$ cat src/hw/ssop_pkg.sv
/*
 * ssop_pkg: register map, field layouts, timing constants and types of the
 * synchronous serial output port.
 * assumes a 25 MHz system clock and a classic wishbone register bus.
 */
// Overview of operation
// - port enable hands three segment pins to the serial port.
// - pins carry serial clock, data, frame pulse; fourth pin carries ready.
// - enabled port with lcd disabled owns the pins whatever lcd settings say.
// - fourth pin is ready output only with ready enable and port enable high.
// - otherwise the fourth pin stays an lcd segment driver.
// - serial clock runs at 5 MHz, or 10 MHz with speed bit set.
// - clock gating off: serial clock toggles continuously.
// - clock gating on: serial clock held low when no transfer runs.
// - frame pulse once per block, or every 8, 16 or 32 bits.
// - frame pulse positive with polarity bit 0, negative with 1.
package ssop_pkg;

    // ==========================================================
    // register map
    localparam logic [15:0] CTRL_ADDR  = 16'h2070;
    localparam logic [15:0] STAT_ADDR  = 16'h2074;
    localparam logic [7:0]  CTRL_RESET = 8'h00;
    localparam logic [7:0]  CTRL_WMASK = 8'hFE;

    // ==========================================================
    // timing: half-periods come from a phase accumulator
    localparam int          CLK_HZ    = 25_000_000;
    localparam int          SLOW_HZ   = 5_000_000;
    localparam int          FAST_HZ   = 10_000_000;
    localparam int          ACC_UNIT  = 1_000_000;
    localparam logic [5:0]  ACC_MOD   = 6'(CLK_HZ / ACC_UNIT);
    localparam logic [5:0]  STEP_SLOW = 6'(2 * SLOW_HZ / ACC_UNIT);
    localparam logic [5:0]  STEP_FAST = 6'(2 * FAST_HZ / ACC_UNIT);

    // ==========================================================
    // frame spacing codes
    localparam logic [1:0]  FSP_BLOCK = 2'h0;
    localparam logic [1:0]  FSP_8     = 2'h1;
    localparam logic [1:0]  FSP_16    = 2'h2;
    localparam logic [1:0]  FSP_32    = 2'h3;

    // ==========================================================
    // types
    typedef struct packed {
        logic       port_enable;
        logic       clock_speed_select;
        logic       clock_gate_enable;
        logic [1:0] frame_spacing;
        logic       frame_polarity;
        logic       ready_pin_enable;
        logic       reserved;
    } ssop_ctrl_t;

    typedef struct packed {
        logic       last;
        logic [7:0] data;
    } ssop_word_t;

    typedef struct packed {
        logic a;
        logic b;
        logic c;
        logic d;
    } ssop_pins_t;

    typedef enum logic [1:0] {
        ST_IDLE  = 2'b01,
        ST_SHIFT = 2'b10
    } ssop_state_t;

    // bit at block position pos opens a frame
    function automatic logic frame_start(input logic [1:0] fsp, input logic [4:0] pos, input logic head);
        case (fsp)
            FSP_BLOCK: frame_start = head;
            FSP_8:     frame_start = (pos[2:0] == 3'h0);
            FSP_16:    frame_start = (pos[3:0] == 4'h0);
            FSP_32:    frame_start = (pos == 5'h00);
            default:   frame_start = 1'b0;
        endcase
    endfunction : frame_start

endpackage : ssop_pkg

$ cat src/hw/ssop_rate.sv
/*
 * ssop_rate: half-period tick source for the serial clock.
 * assumes the 25 MHz system clock; ticks jitter by one cycle, average exact.
 */
`timescale 1ns/1ns
module ssop_rate (
    input  wire logic clk,
    input  wire logic rst,
    input  wire logic run,
    input  wire logic fast,
    output logic      tick
);
    import ssop_pkg::*;

    logic [5:0] acc;
    logic [5:0] next_acc;
    logic       next_tick;
    logic [5:0] sum;

    // ==========================================================
    // accumulator
    // step against modulus
    always_comb begin
        sum       = acc + (fast ? STEP_FAST : STEP_SLOW);
        next_acc  = sum;
        next_tick = 1'b0;
        if (!run) begin
            next_acc = 6'h00;
        end else if (sum >= ACC_MOD) begin
            next_acc  = sum - ACC_MOD;
            next_tick = 1'b1;
        end
    end

    always_ff @(posedge clk) begin
        if (rst) begin
            acc  <= 6'h00;
            tick <= 1'b0;
        end else begin
            acc  <= next_acc;
            tick <= next_tick;
        end
    end

endmodule : ssop_rate

$ cat src/hw/ssop_fifo2.sv
/*
 * ssop_fifo2: two-entry buffer with valid and ready on both sides.
 * assumes both sides run on the same clock.
 */
`timescale 1ns/1ns
module ssop_fifo2 #(
    parameter int W = 9
) (
    input  wire logic         clk,
    input  wire logic         rst,
    input  wire logic         in_valid,
    output logic              in_ready,
    input  wire logic [W-1:0] in_data,
    output logic              out_valid,
    input  wire logic         out_ready,
    output logic [W-1:0]      out_data
);
    logic [W-1:0] mem      [2];
    logic [W-1:0] next_mem [2];
    logic         wr;
    logic         next_wr;
    logic         rd;
    logic         next_rd;
    logic [1:0]   cnt;
    logic [1:0]   next_cnt;
    logic         push;
    logic         pop;

    assign in_ready  = (cnt != 2'h2);
    assign out_valid = (cnt != 2'h0);
    assign out_data  = mem[rd];

    // ==========================================================
    // pointers and storage
    always_comb begin
        push     = in_valid && in_ready;
        pop      = out_valid && out_ready;
        next_mem = mem;
        if (push) begin
            next_mem[wr] = in_data;
        end
        next_wr  = wr ^ push;
        next_rd  = rd ^ pop;
        next_cnt = cnt + {1'b0, push} - {1'b0, pop};
    end

    always_ff @(posedge clk) begin
        if (rst) begin
            wr  <= 1'b0;
            rd  <= 1'b0;
            cnt <= 2'h0;
        end else begin
            wr  <= next_wr;
            rd  <= next_rd;
            cnt <= next_cnt;
        end
        mem <= next_mem;
    end

endmodule : ssop_fifo2

$ cat src/hw/ssop_port.sv
/*
 * ssop_port: serial output port top; wishbone registers, bit engine,
 * sharing of four segment pins with the lcd driver.
 * assumes source words and lcd pin levels come from logic on CLK_SYS.
 */
// The Wishbone register port was decided locally.
`timescale 1ns/1ns
module ssop_port (
    input  wire logic                 CLK_SYS,
    input  wire logic                 RST,
    input  wire logic [15:0]          WB_ADR_I,
    input  wire logic [31:0]          WB_DAT_I,
    output logic [31:0]               WB_DAT_O,
    input  wire logic [3:0]           WB_SEL_I,
    input  wire logic                 WB_WE_I,
    input  wire logic                 WB_CYC_I,
    input  wire logic                 WB_STB_I,
    output logic                      WB_ACK_O,
    input  wire ssop_pkg::ssop_word_t SRC_WORD,
    input  wire logic                 SRC_VALID,
    output logic                      SRC_READY,
    input  wire logic                 LCD_ENABLE,
    input  wire ssop_pkg::ssop_pins_t LCD_SEG,
    output ssop_pkg::ssop_pins_t      SEG_OUT
);
    import ssop_pkg::*;

    ssop_ctrl_t  ctrl;
    ssop_ctrl_t  next_ctrl;
    logic        ack;
    logic        next_ack;
    logic [31:0] rdata;
    logic [31:0] next_rdata;
    logic [3:0]  status;

    ssop_state_t state;
    ssop_state_t next_state;
    logic        sclk;
    logic        next_sclk;
    logic [7:0]  shreg;
    logic [7:0]  next_shreg;
    logic        dout;
    logic        next_dout;
    logic        last_byte;
    logic        next_last;
    logic [2:0]  bit_idx;
    logic [2:0]  next_bit_idx;
    logic [4:0]  blk_pos;
    logic [4:0]  next_blk_pos;
    logic        head;
    logic        next_head;
    logic        blk_new;
    logic        next_blk_new;
    logic        frame_on;
    logic        next_frame_on;
    logic [4:0]  pos_n;
    logic        new_n;

    ssop_pins_t  seg;
    ssop_pins_t  next_seg;
    logic        tick;
    logic        present;
    logic        take;
    logic        buf_valid;
    ssop_word_t  buf_word;
    logic        ready_level;

    assign WB_DAT_O    = rdata;
    assign WB_ACK_O    = ack;
    assign SEG_OUT     = seg;
    assign ready_level = (state == ST_SHIFT) || buf_valid;
    assign status      = {ready_level, buf_valid, ctrl.port_enable & LCD_ENABLE, state == ST_SHIFT};

    // ==========================================================
    // register bus
    always_comb begin
        next_ctrl  = ctrl;
        next_ack   = 1'b0;
        next_rdata = 32'h0000_0000;
        if (WB_CYC_I && WB_STB_I && !ack) begin
            next_ack = 1'b1;
            case (WB_ADR_I)
                CTRL_ADDR: begin
                    next_rdata = {24'h00_0000, ctrl};
                    if (WB_WE_I && WB_SEL_I[0]) begin
                        next_ctrl = ssop_ctrl_t'(WB_DAT_I[7:0] & CTRL_WMASK);
                    end
                end
                STAT_ADDR: begin
                    next_rdata = {28'h000_0000, status};
                end
                default: begin
                    next_rdata = 32'h0000_0000;
                end
            endcase
        end
    end

    always_ff @(posedge CLK_SYS) begin
        if (RST) begin
            ctrl  <= ssop_ctrl_t'(CTRL_RESET);
            ack   <= 1'b0;
            rdata <= 32'h0000_0000;
        end else begin
            ctrl  <= next_ctrl;
            ack   <= next_ack;
            rdata <= next_rdata;
        end
    end

    // ==========================================================
    // rate and buffer
    ssop_rate u_rate (
        .clk  (CLK_SYS),
        .rst  (RST),
        .run  (ctrl.port_enable),
        .fast (ctrl.clock_speed_select),
        .tick (tick)
    );

    // a receiver stall only holds the source off, no word lost
    ssop_fifo2 #(.W($bits(ssop_word_t))) u_buf (
        .clk       (CLK_SYS),
        .rst       (RST),
        .in_valid  (SRC_VALID),
        .in_ready  (SRC_READY),
        .in_data   (SRC_WORD),
        .out_valid (buf_valid),
        .out_ready (take),
        .out_data  (buf_word)
    );

    // ==========================================================
    // bit engine: data changes on falling edge, receiver samples rising
    // fall point each second tick, or every tick while gated and idle
    assign present = tick && (sclk || (ctrl.clock_gate_enable && state == ST_IDLE));

    always_comb begin
        next_state    = state;
        next_sclk     = sclk;
        next_shreg    = shreg;
        next_dout     = dout;
        next_last     = last_byte;
        next_bit_idx  = bit_idx;
        next_blk_pos  = blk_pos;
        next_head     = head;
        next_blk_new  = blk_new;
        next_frame_on = frame_on;
        pos_n         = blk_pos;
        new_n         = blk_new;
        take          = 1'b0;
        if (!ctrl.port_enable) begin
            next_state    = ST_IDLE;
            next_sclk     = 1'b0;
            next_dout     = 1'b0;
            next_bit_idx  = 3'h0;
            next_blk_pos  = 5'h00;
            next_head     = 1'b0;
            next_blk_new  = 1'b1;
            next_frame_on = 1'b0;
        end else if (present) begin
            next_sclk = 1'b0;
            if (state == ST_SHIFT && bit_idx != 3'h7) begin
                next_shreg    = {shreg[6:0], 1'b0};
                next_dout     = shreg[6];
                next_bit_idx  = bit_idx + 3'h1;
                next_blk_pos  = blk_pos + 5'h01;
                next_head     = 1'b0;
                next_frame_on = frame_start(ctrl.frame_spacing, blk_pos + 5'h01, 1'b0);
            end else begin
                if (state == ST_SHIFT) begin
                    pos_n = blk_pos + 5'h01;
                    new_n = last_byte;
                end
                if (new_n) begin
                    pos_n = 5'h00;
                end
                next_blk_pos = pos_n;
                next_blk_new = new_n;
                if (buf_valid) begin
                    take          = 1'b1;
                    next_state    = ST_SHIFT;
                    next_shreg    = buf_word.data;
                    next_dout     = buf_word.data[7];
                    next_last     = buf_word.last;
                    next_bit_idx  = 3'h0;
                    next_head     = new_n;
                    next_blk_new  = 1'b0;
                    // frame at block or word start
                    next_frame_on = frame_start(ctrl.frame_spacing, pos_n, new_n);
                end else begin
                    // underrun: a block resumes where it stopped
                    next_state    = ST_IDLE;
                    next_head     = 1'b0;
                    next_frame_on = 1'b0;
                end
            end
        end else if (ctrl.clock_gate_enable && state == ST_IDLE) begin
            next_sclk = 1'b0;
        end else if (tick) begin
            next_sclk = 1'b1;
        end
    end

    always_ff @(posedge CLK_SYS) begin
        if (RST) begin
            state     <= ST_IDLE;
            sclk      <= 1'b0;
            shreg     <= 8'h00;
            dout      <= 1'b0;
            last_byte <= 1'b0;
            bit_idx   <= 3'h0;
            blk_pos   <= 5'h00;
            head      <= 1'b0;
            blk_new   <= 1'b1;
            frame_on  <= 1'b0;
        end else begin
            state     <= next_state;
            sclk      <= next_sclk;
            shreg     <= next_shreg;
            dout      <= next_dout;
            last_byte <= next_last;
            bit_idx   <= next_bit_idx;
            blk_pos   <= next_blk_pos;
            head      <= next_head;
            blk_new   <= next_blk_new;
            frame_on  <= next_frame_on;
        end
    end

    // ==========================================================
    // pin sharing; lcd enable is only reported, software avoids the clash
    always_comb begin
        next_seg = LCD_SEG;
        if (ctrl.port_enable) begin
            next_seg.a = sclk;
            next_seg.b = dout;
            next_seg.c = frame_on ^ ctrl.frame_polarity;
        end
        if (ctrl.port_enable && ctrl.ready_pin_enable) begin
            next_seg.d = ready_level;
        end
    end

    always_ff @(posedge CLK_SYS) begin
        if (RST) begin
            seg <= '0;
        end else begin
            seg <= next_seg;
        end
    end
endmodule : ssop_port

$ cat config.mk
export PLATFORM = sky130hd
export DESIGN_NAME = ssop_port
export DESIGN_NICKNAME = d
export VERILOG_FILES = /design/src/hw/ssop_pkg.sv /design/src/hw/ssop_rate.sv /design/src/hw/ssop_fifo2.sv /design/src/hw/ssop_port.sv
export SDC_FILE = /design/constraint.sdc
export NUM_CORES = 1
export LEC_CHECK = 0
export BUFFER_PORTS_ARGS = -buffer_cell sky130_fd_sc_hd__buf_2
export CORE_MARGIN = 2
export CORE_UTILIZATION = 46
export DETAILED_ROUTE_END_ITERATION = 10
export MAX_ROUTING_LAYER = met4
export PLACE_DENSITY = 0.83
export SLEW_MARGIN = 0
export SYNTH_ARGS = -nofsm -noshare
export SYNTH_HDL_FRONTEND = slang
export SYNTH_SLANG_ARGS = --single-unit
$ cat constraint.sdc
create_clock -name CLK_SYS -period 2.3 [get_ports CLK_SYS]
set_clock_uncertainty 0.1 [all_clocks]
set_input_delay 0 -clock CLK_SYS [delete_from_list [all_inputs] [get_ports CLK_SYS]]
set_output_delay 0 -clock CLK_SYS [all_outputs]
set_load 0.01 [all_outputs]
=== Word-level counts from Yosys, hierarchy flattened ===
Cells that the tools add are included.

* Flip-flop bits (word level): 95
* Memories kept: 0
* Bits in latches: 0
* Word-level logic and storage cells: 125
* Bits in read-only memories: 0
* Input port bits: 72
* Output and inout port bits: 38
* Bits in writable memories: 0

* Reductions and logical operators: 30
* Eq/ne operators: 9
* Bitwise operators: 9
* Mux-type cells: 39
* $mul: 0
* $add $sub $neg: 6
* Shift-type cells: 0
* Magnitude comparators: 4
* Divide/modulo/power cells: 0

{| class="wikitable"
|+ Operators with widths
! cell !! number
|-
| $mux W9 || 4
|-
| $mux W5 || 7
|-
| $eq A16 B14 Y1 const B || 2
|-
| $bwmux W18 || 1
|-
| $mux W1 || 16
|-
| $pmux W8 S2 || 1
|-
| $mux W7 || 2
|-
| $logic_and A1 B1 Y1 || 10
|-
| $logic_not A5 Y1 || 2
|-
| $demux W9 S1 || 1
|-
| $mux W3 || 3
|-
| $logic_not A4 Y1 || 2
|-
| $pmux W1 S4 || 2
|-
| $add A6 B6 Y6 || 1
|-
| $eq A2 B2 Y1 const B || 3
|-
| $ge A6 B5 Y1 const B || 1
|-
| $logic_not A3 Y1 || 2
|-
| $mux W6 || 1
|-
| $reduce_and A3 Y1 || 2
|-
| $sub A6 B5 Y6 const B || 1
|-
| $add A5 B1 Y5 const B || 1
|-
| $eq A2 B1 Y1 const B || 2
|-
| $ge A2 B2 Y1 const B || 2
|-
| $not A1 Y2 || 2
|-
| other kinds (18) || 26
|}

=== Logic depth before layout (Yosys ltp) ===
* Word-level depth: 14
* Gate-level depth with buffers: 13

=== Modules after synthesis ===
Synthesis repeated with hierarchy kept, for this count alone.

* Cell total of the unflattened synthesis: 368
* Area, all modules: 3612.2 um^2

{| class="wikitable"
|+ Modules (own cells, without submodules)
! module !! instances !! cells each !! area an instance (um^2) !! sequential area each (um^2)
|-
| ssop_port || 1 || 259 || 2224.6 || 840.8
|-
| ssop_fifo2 || 1 || 55 || 880.8 || 620.6
|-
| ssop_rate || 1 || 54 || 506.7 || 140.1
|}

=== Least setup slack after synthesis ===
No wires, ideal clock.

* Kind: reg2reg
* From: register ctrl[6] (netlist bit)
* To: register u_rate.acc[4]
* Required time: 2129 ps
* Slack: -123 ps
* Cell stages (with the launch flop): 11
* Setup time: 71 ps
* Arrival: 2253 ps
* Path buffers: 1
* Cell sequence: dfxtp_1 -> inv_1 -> ha_1 -> fa_1 -> a21o_1 -> a21oi_1 -> xnor2_1 -> a21oi_1 -> buf_2 -> or3_1 -> a21oi_1

* Longest elaborated chain between the ends: 4
* Elaborated cells on any way between the ends: 5
* Classes of those cells: 2 x add/sub; 1 x order compare; 2 x mux

{| class="wikitable"
|+ RTL lines
! item !! RTL line !! RTL
|-
| from (decl) || ssop_port.sv:28 || <nowiki>ssop_ctrl_t ctrl;</nowiki>
|-
| from (signal assigned) || ssop_port.sv:101 || <nowiki>ctrl <= ssop_ctrl_t'(CTRL_RESET);</nowiki>
|-
| from (signal assigned) || ssop_port.sv:105 || <nowiki>ctrl <= next_ctrl;</nowiki>
|-
| $mux W5 * || ssop_rate.sv:24 || <nowiki>sum = acc + (fast ? STEP_FAST : STEP_SLOW);</nowiki>
|-
| $add A6 B6 Y6 * || ssop_rate.sv:24 ||
|-
| $sub A6 B5 Y6 or $ge A6 B5 Y1 (tied branches) || ssop_rate.sv:30, ssop_rate.sv:29 ||
|-
| $mux W6 * || ssop_rate.sv:29 || <nowiki>end else if (sum >= ACC_MOD) begin</nowiki>
|-
| to (signal assigned) || ssop_rate.sv:40 || <nowiki>acc <= next_acc;</nowiki>
|-
| to (decl) || ssop_rate.sv:15 || <nowiki>logic [5:0] acc;</nowiki>
|}

Mark *: on every way between the ends. The rest lies on a longest branch, timed or not.
A chain may end at the register's enable or synchronous reset.

=== Worst setup path in the final report ===
* From: register ack (netlist: WB_ACK_O)
* To: register rdata[1] (netlist: WB_DAT_O[1])

* Longest elaborated chain between the ends: 4

{| class="wikitable"
|+ RTL lines
! item !! RTL line !! RTL
|-
| from (decl) || ssop_port.sv:30 || <nowiki>logic ack;</nowiki>
|-
| from (signal assigned) || ssop_port.sv:106 || <nowiki>ack <= next_ack;</nowiki>
|-
| $logic_not A1 Y1 || ssop_port.sv:80 || <nowiki>if (WB_CYC_I && WB_STB_I && !ack) begin</nowiki>
|-
| $logic_and A1 B1 Y1 || ssop_port.sv:80 ||
|-
| $not A1 Y1 (no line) || -- ||
|-
| $reduce_or A2 Y1 (no line) || -- ||
|-
| to (signal assigned) || ssop_port.sv:107 || <nowiki>rdata <= next_rdata;</nowiki>
|-
| to (decl) || ssop_port.sv:32 || <nowiki>logic [31:0] rdata;</nowiki>
|}

Every way passes these cells.

==> impl_metrics.ini <==
[timing]
tightest_pin_transition_ns = 0.564
part_of_the_cycle_the_worst_path_needs = 0.951
max_freq_ghz = 0.457
timing.max_slew.rel_slack = 0.623
grt_setup_unrepaired = true
final-max-slew-violation-count = 0
finalSetupTns_ns = 0
timing.final.crit_period_ns = 2.19
setup_violations = 0
report.final.hold_viol_count = 0
fin_worst_hold_slack_ns = 0.00961

[yosys]
synth.ff_latch_count = 71
yosys_warnings = 0
xor_and_xnor_fraction_of_the_mapped_netlist_area = 0.0311
synthArstFlopShare = 0
synthesis.area_um2 = 3380
main_combinational_cell_family_by_area_after_synthesis = simple AND/OR/NAND/NOR gates
number_of_enable_flip_flop_cells_after_synthesis = 18
avgSynthCellArea_um2 = 9.68
synth_simple_gate_area_frac = 0.164
synth.mux.area_fraction = 0.0537
synth_flop_cell = sky130_fd_sc_hd__dfxtp_1
synth_seq_area_share = 0.474
post_syn_instances = 349
compound_gate_fraction_of_synth_area = 0.136
synth.distinct_cells = 52
synth-adder-area-share = 0.0578

[die]
floorplan.initialDensity = 0.471
die_width_um = 89.7
design.die.area_um2 = 8050
num_rows = 31
die-height_um = 89.7
ioPinCount = 110
core_area_um2 = 7180

[finish]
finalNetCount = 532
p_r_area_growth_vs_syn_pct = 27.8
layout.cells.most_common = sky130_fd_sc_hd__buf_2
num_antenna_cells = 0
post-route-util = 0.602
drive_above_1_share = 0.240
layout.cells.most_common_list = 57 x sky130_fd_sc_hd__buf_2, 52 x sky130_fd_sc_hd__dfxtp_1, 45 x sky130_fd_sc_hd__nor2_1
filler_cell_count = 569

[setup_path]
cp_slowest_stage_delay_ns = 0.60
timing.critical_path.required_ns = 2.49
worst_path_most_repeated_cell = sky130_fd_sc_hd__dlygate4sd3_1
crit_path_launch_type = flip-flop
timing.critical_path.max_delay_family = buffers and inverters
cpMaxStageDelayCell = sky130_fd_sc_hd__dlygate4sd3_1
cell_by_cell_listing_of_the_critical_path = nand3b_1, dlygate4sd3_1, nor2_1, nand2b_1, a21oi_1, dlygate4sd3_1
crit_type = reg -> reg
worst_setup_path_end_kind = flip-flop
worst_ep_arrival_time_ns = 2.38
critical_path.max_fanout = 3
path_buf_inv = 2

[global_routing]
globalRouteOverflowTotal = 0
globalRouteMet1Util = 0.215
top_usage_layer_grt = met2
maximum_number_of_pins_on_one_net_before_global_route_repair = 26
via_count_of_the_first_global_routing_pass = 2795
grt_first_pass_wirelength_mm = 12.5
number_of_antenna_violations_at_the_first_check_in_global_routing = 0
grt.met2_usage = 0.333
track_usage = 0.196
met3_usage = 0.0536

[clocking]
h_tree_levels = 3
numClockSinks = 71
tritoncts.num_buffers = 9
cts_root_buffer = sky130_fd_sc_hd__clkbuf_8
cts_tree = yes
clock_latency_ns = 0.35
clkSlewWorstSetupHoldPaths_ns = 0.07
clk_path_buf_depth = 2

[drt]
routed_via_density = 5.11
route.detailed.wl_per_inst_um = 13.4
drt_first_iter_violations = 131
route.detailed.drc = 0
sum_of_routed_wire_length_over_all_layers_mm = 7.34
dr.pass1.iters = 4
antenna_violating_nets_post_route = 0
dr_total_vias = 2803

[placement]
place.port_buffers = 57
gp_routability_congestion = 0.873
dpl_wire_length_mm = 4.95

[power_and_ir_drop]
power_leakage_nw = 1.77
power_mw = 2.62
power.density_nw_per_um2 = 606
peakVddDrop_mv = 0.476

[flow_run]
cap_violations = 0

[hold_path]
hold_path_class = in -> reg

[run_status]
outcome = finished clean
==> state kept, by name, indices dropped and copies added (netlist names), 2 cells and up <==
name,count
SEG_OUT,4
WB_DAT_O,8
ctrl,7
shreg,7
state,2
bit_idx,3
blk_pos,5
u_rate.acc,6
u_buf.mem,18
u_buf.cnt,2
==> Yosys cell counts (all sizes together), types with 9 or more instances <==
cell    number  area (um^2)
dfxtp       53         1060
nor2        46          173
buf         30          208
a21oi       27          135
edfxtp      18          541
mux2i       17          170
nand2       16         60.1
ha          14          175
o21ai       13         65.1
a211oi      10         75.1
inv         10         37.5
nor3        10         50.1
clkbuf       9         33.8
xnor2        9         78.8
==> cells by family after synthesis <==
logic type,after synthesis
fa+ha+maj,15
simple gates,110
compound gates,73
xor+xnor,12
buf+inv,49
other cells,1
mux,18
flops,71
==> worst paths after layout <==
| kind | slack [ns] | start | depth (start not counted) | end |
|---|---|---|---|---|
| worst max-delay path | 0.11 | WB_ACK_O | 6 | WB_DAT_O[1] |
| worst min-delay path | 0.01 | SRC_VALID | 4 | u_buf.wr |
| worst max register to register | 0.11 | WB_ACK_O | 6 | WB_DAT_O[1] |
| worst min register to register | 0.37 | dout | 2 | dout |
==> power breakdown <==
group	leakage [nW]	switching, mW	internal, mW
Sequential	0.598	0.0118	1.32
Combinational	1.06	0.0999	0.0866
Clock	0.107	0.483	0.618
Total	1.77	0.595	2.02
==> what timing repair did <==
action                                  in CTS  in global routing
endpoints found under the setup margin       5                  7
hold buffers                                26                  0
pin swaps                                    1                  3
gates resized for setup                      3                 11
buffers inserted                             0                  2
hold endpoints to repair                    36                  0
==> metal layers <==
layer,up-vias,part of all wire
met2,98,0.49
met1,1306,0.42
met3,17,0.063
met5,-,0
li1,1382,-
met4,0,0.022
==> per-stage QoR <==
stage,setup slack [ns],std cells,instance area (um^2)
2_1_floorplan,-0.0215,372,3470
3_3_place_gp,0.0365,505,3760
3_5_place_dp,-0.0834,505,3760
4_1_cts,0.0261,547,4250
5_1_grt,-0.0157,549,4320
6_report,0.112,549,4320
==> cell type report <==
class / count / area (um^2) / area share
multi-input cells: 252 / 1650 / 0.382
flip-flops and latches: 71 / 1600 / 0.371
repair buffers: 101 / 684 / 0.158
clock buffers: 10 / 128 / 0.0295
well taps: 99 / 124 / 0.0287
clock inverters: 6 / 93.8 / 0.0217
inverters: 10 / 37.5 / 0.00869
==> worst reg2reg max path, delay by kind of cell (launching register included) <==
family | cells | cell delay (ns)
flops | 1 | 0.31
simple gates | 3 | 0.45
buf+inv | 2 | 1.15
compound gates | 1 | 0.13
Note: power is estimated with default switching activity, not from simulation.
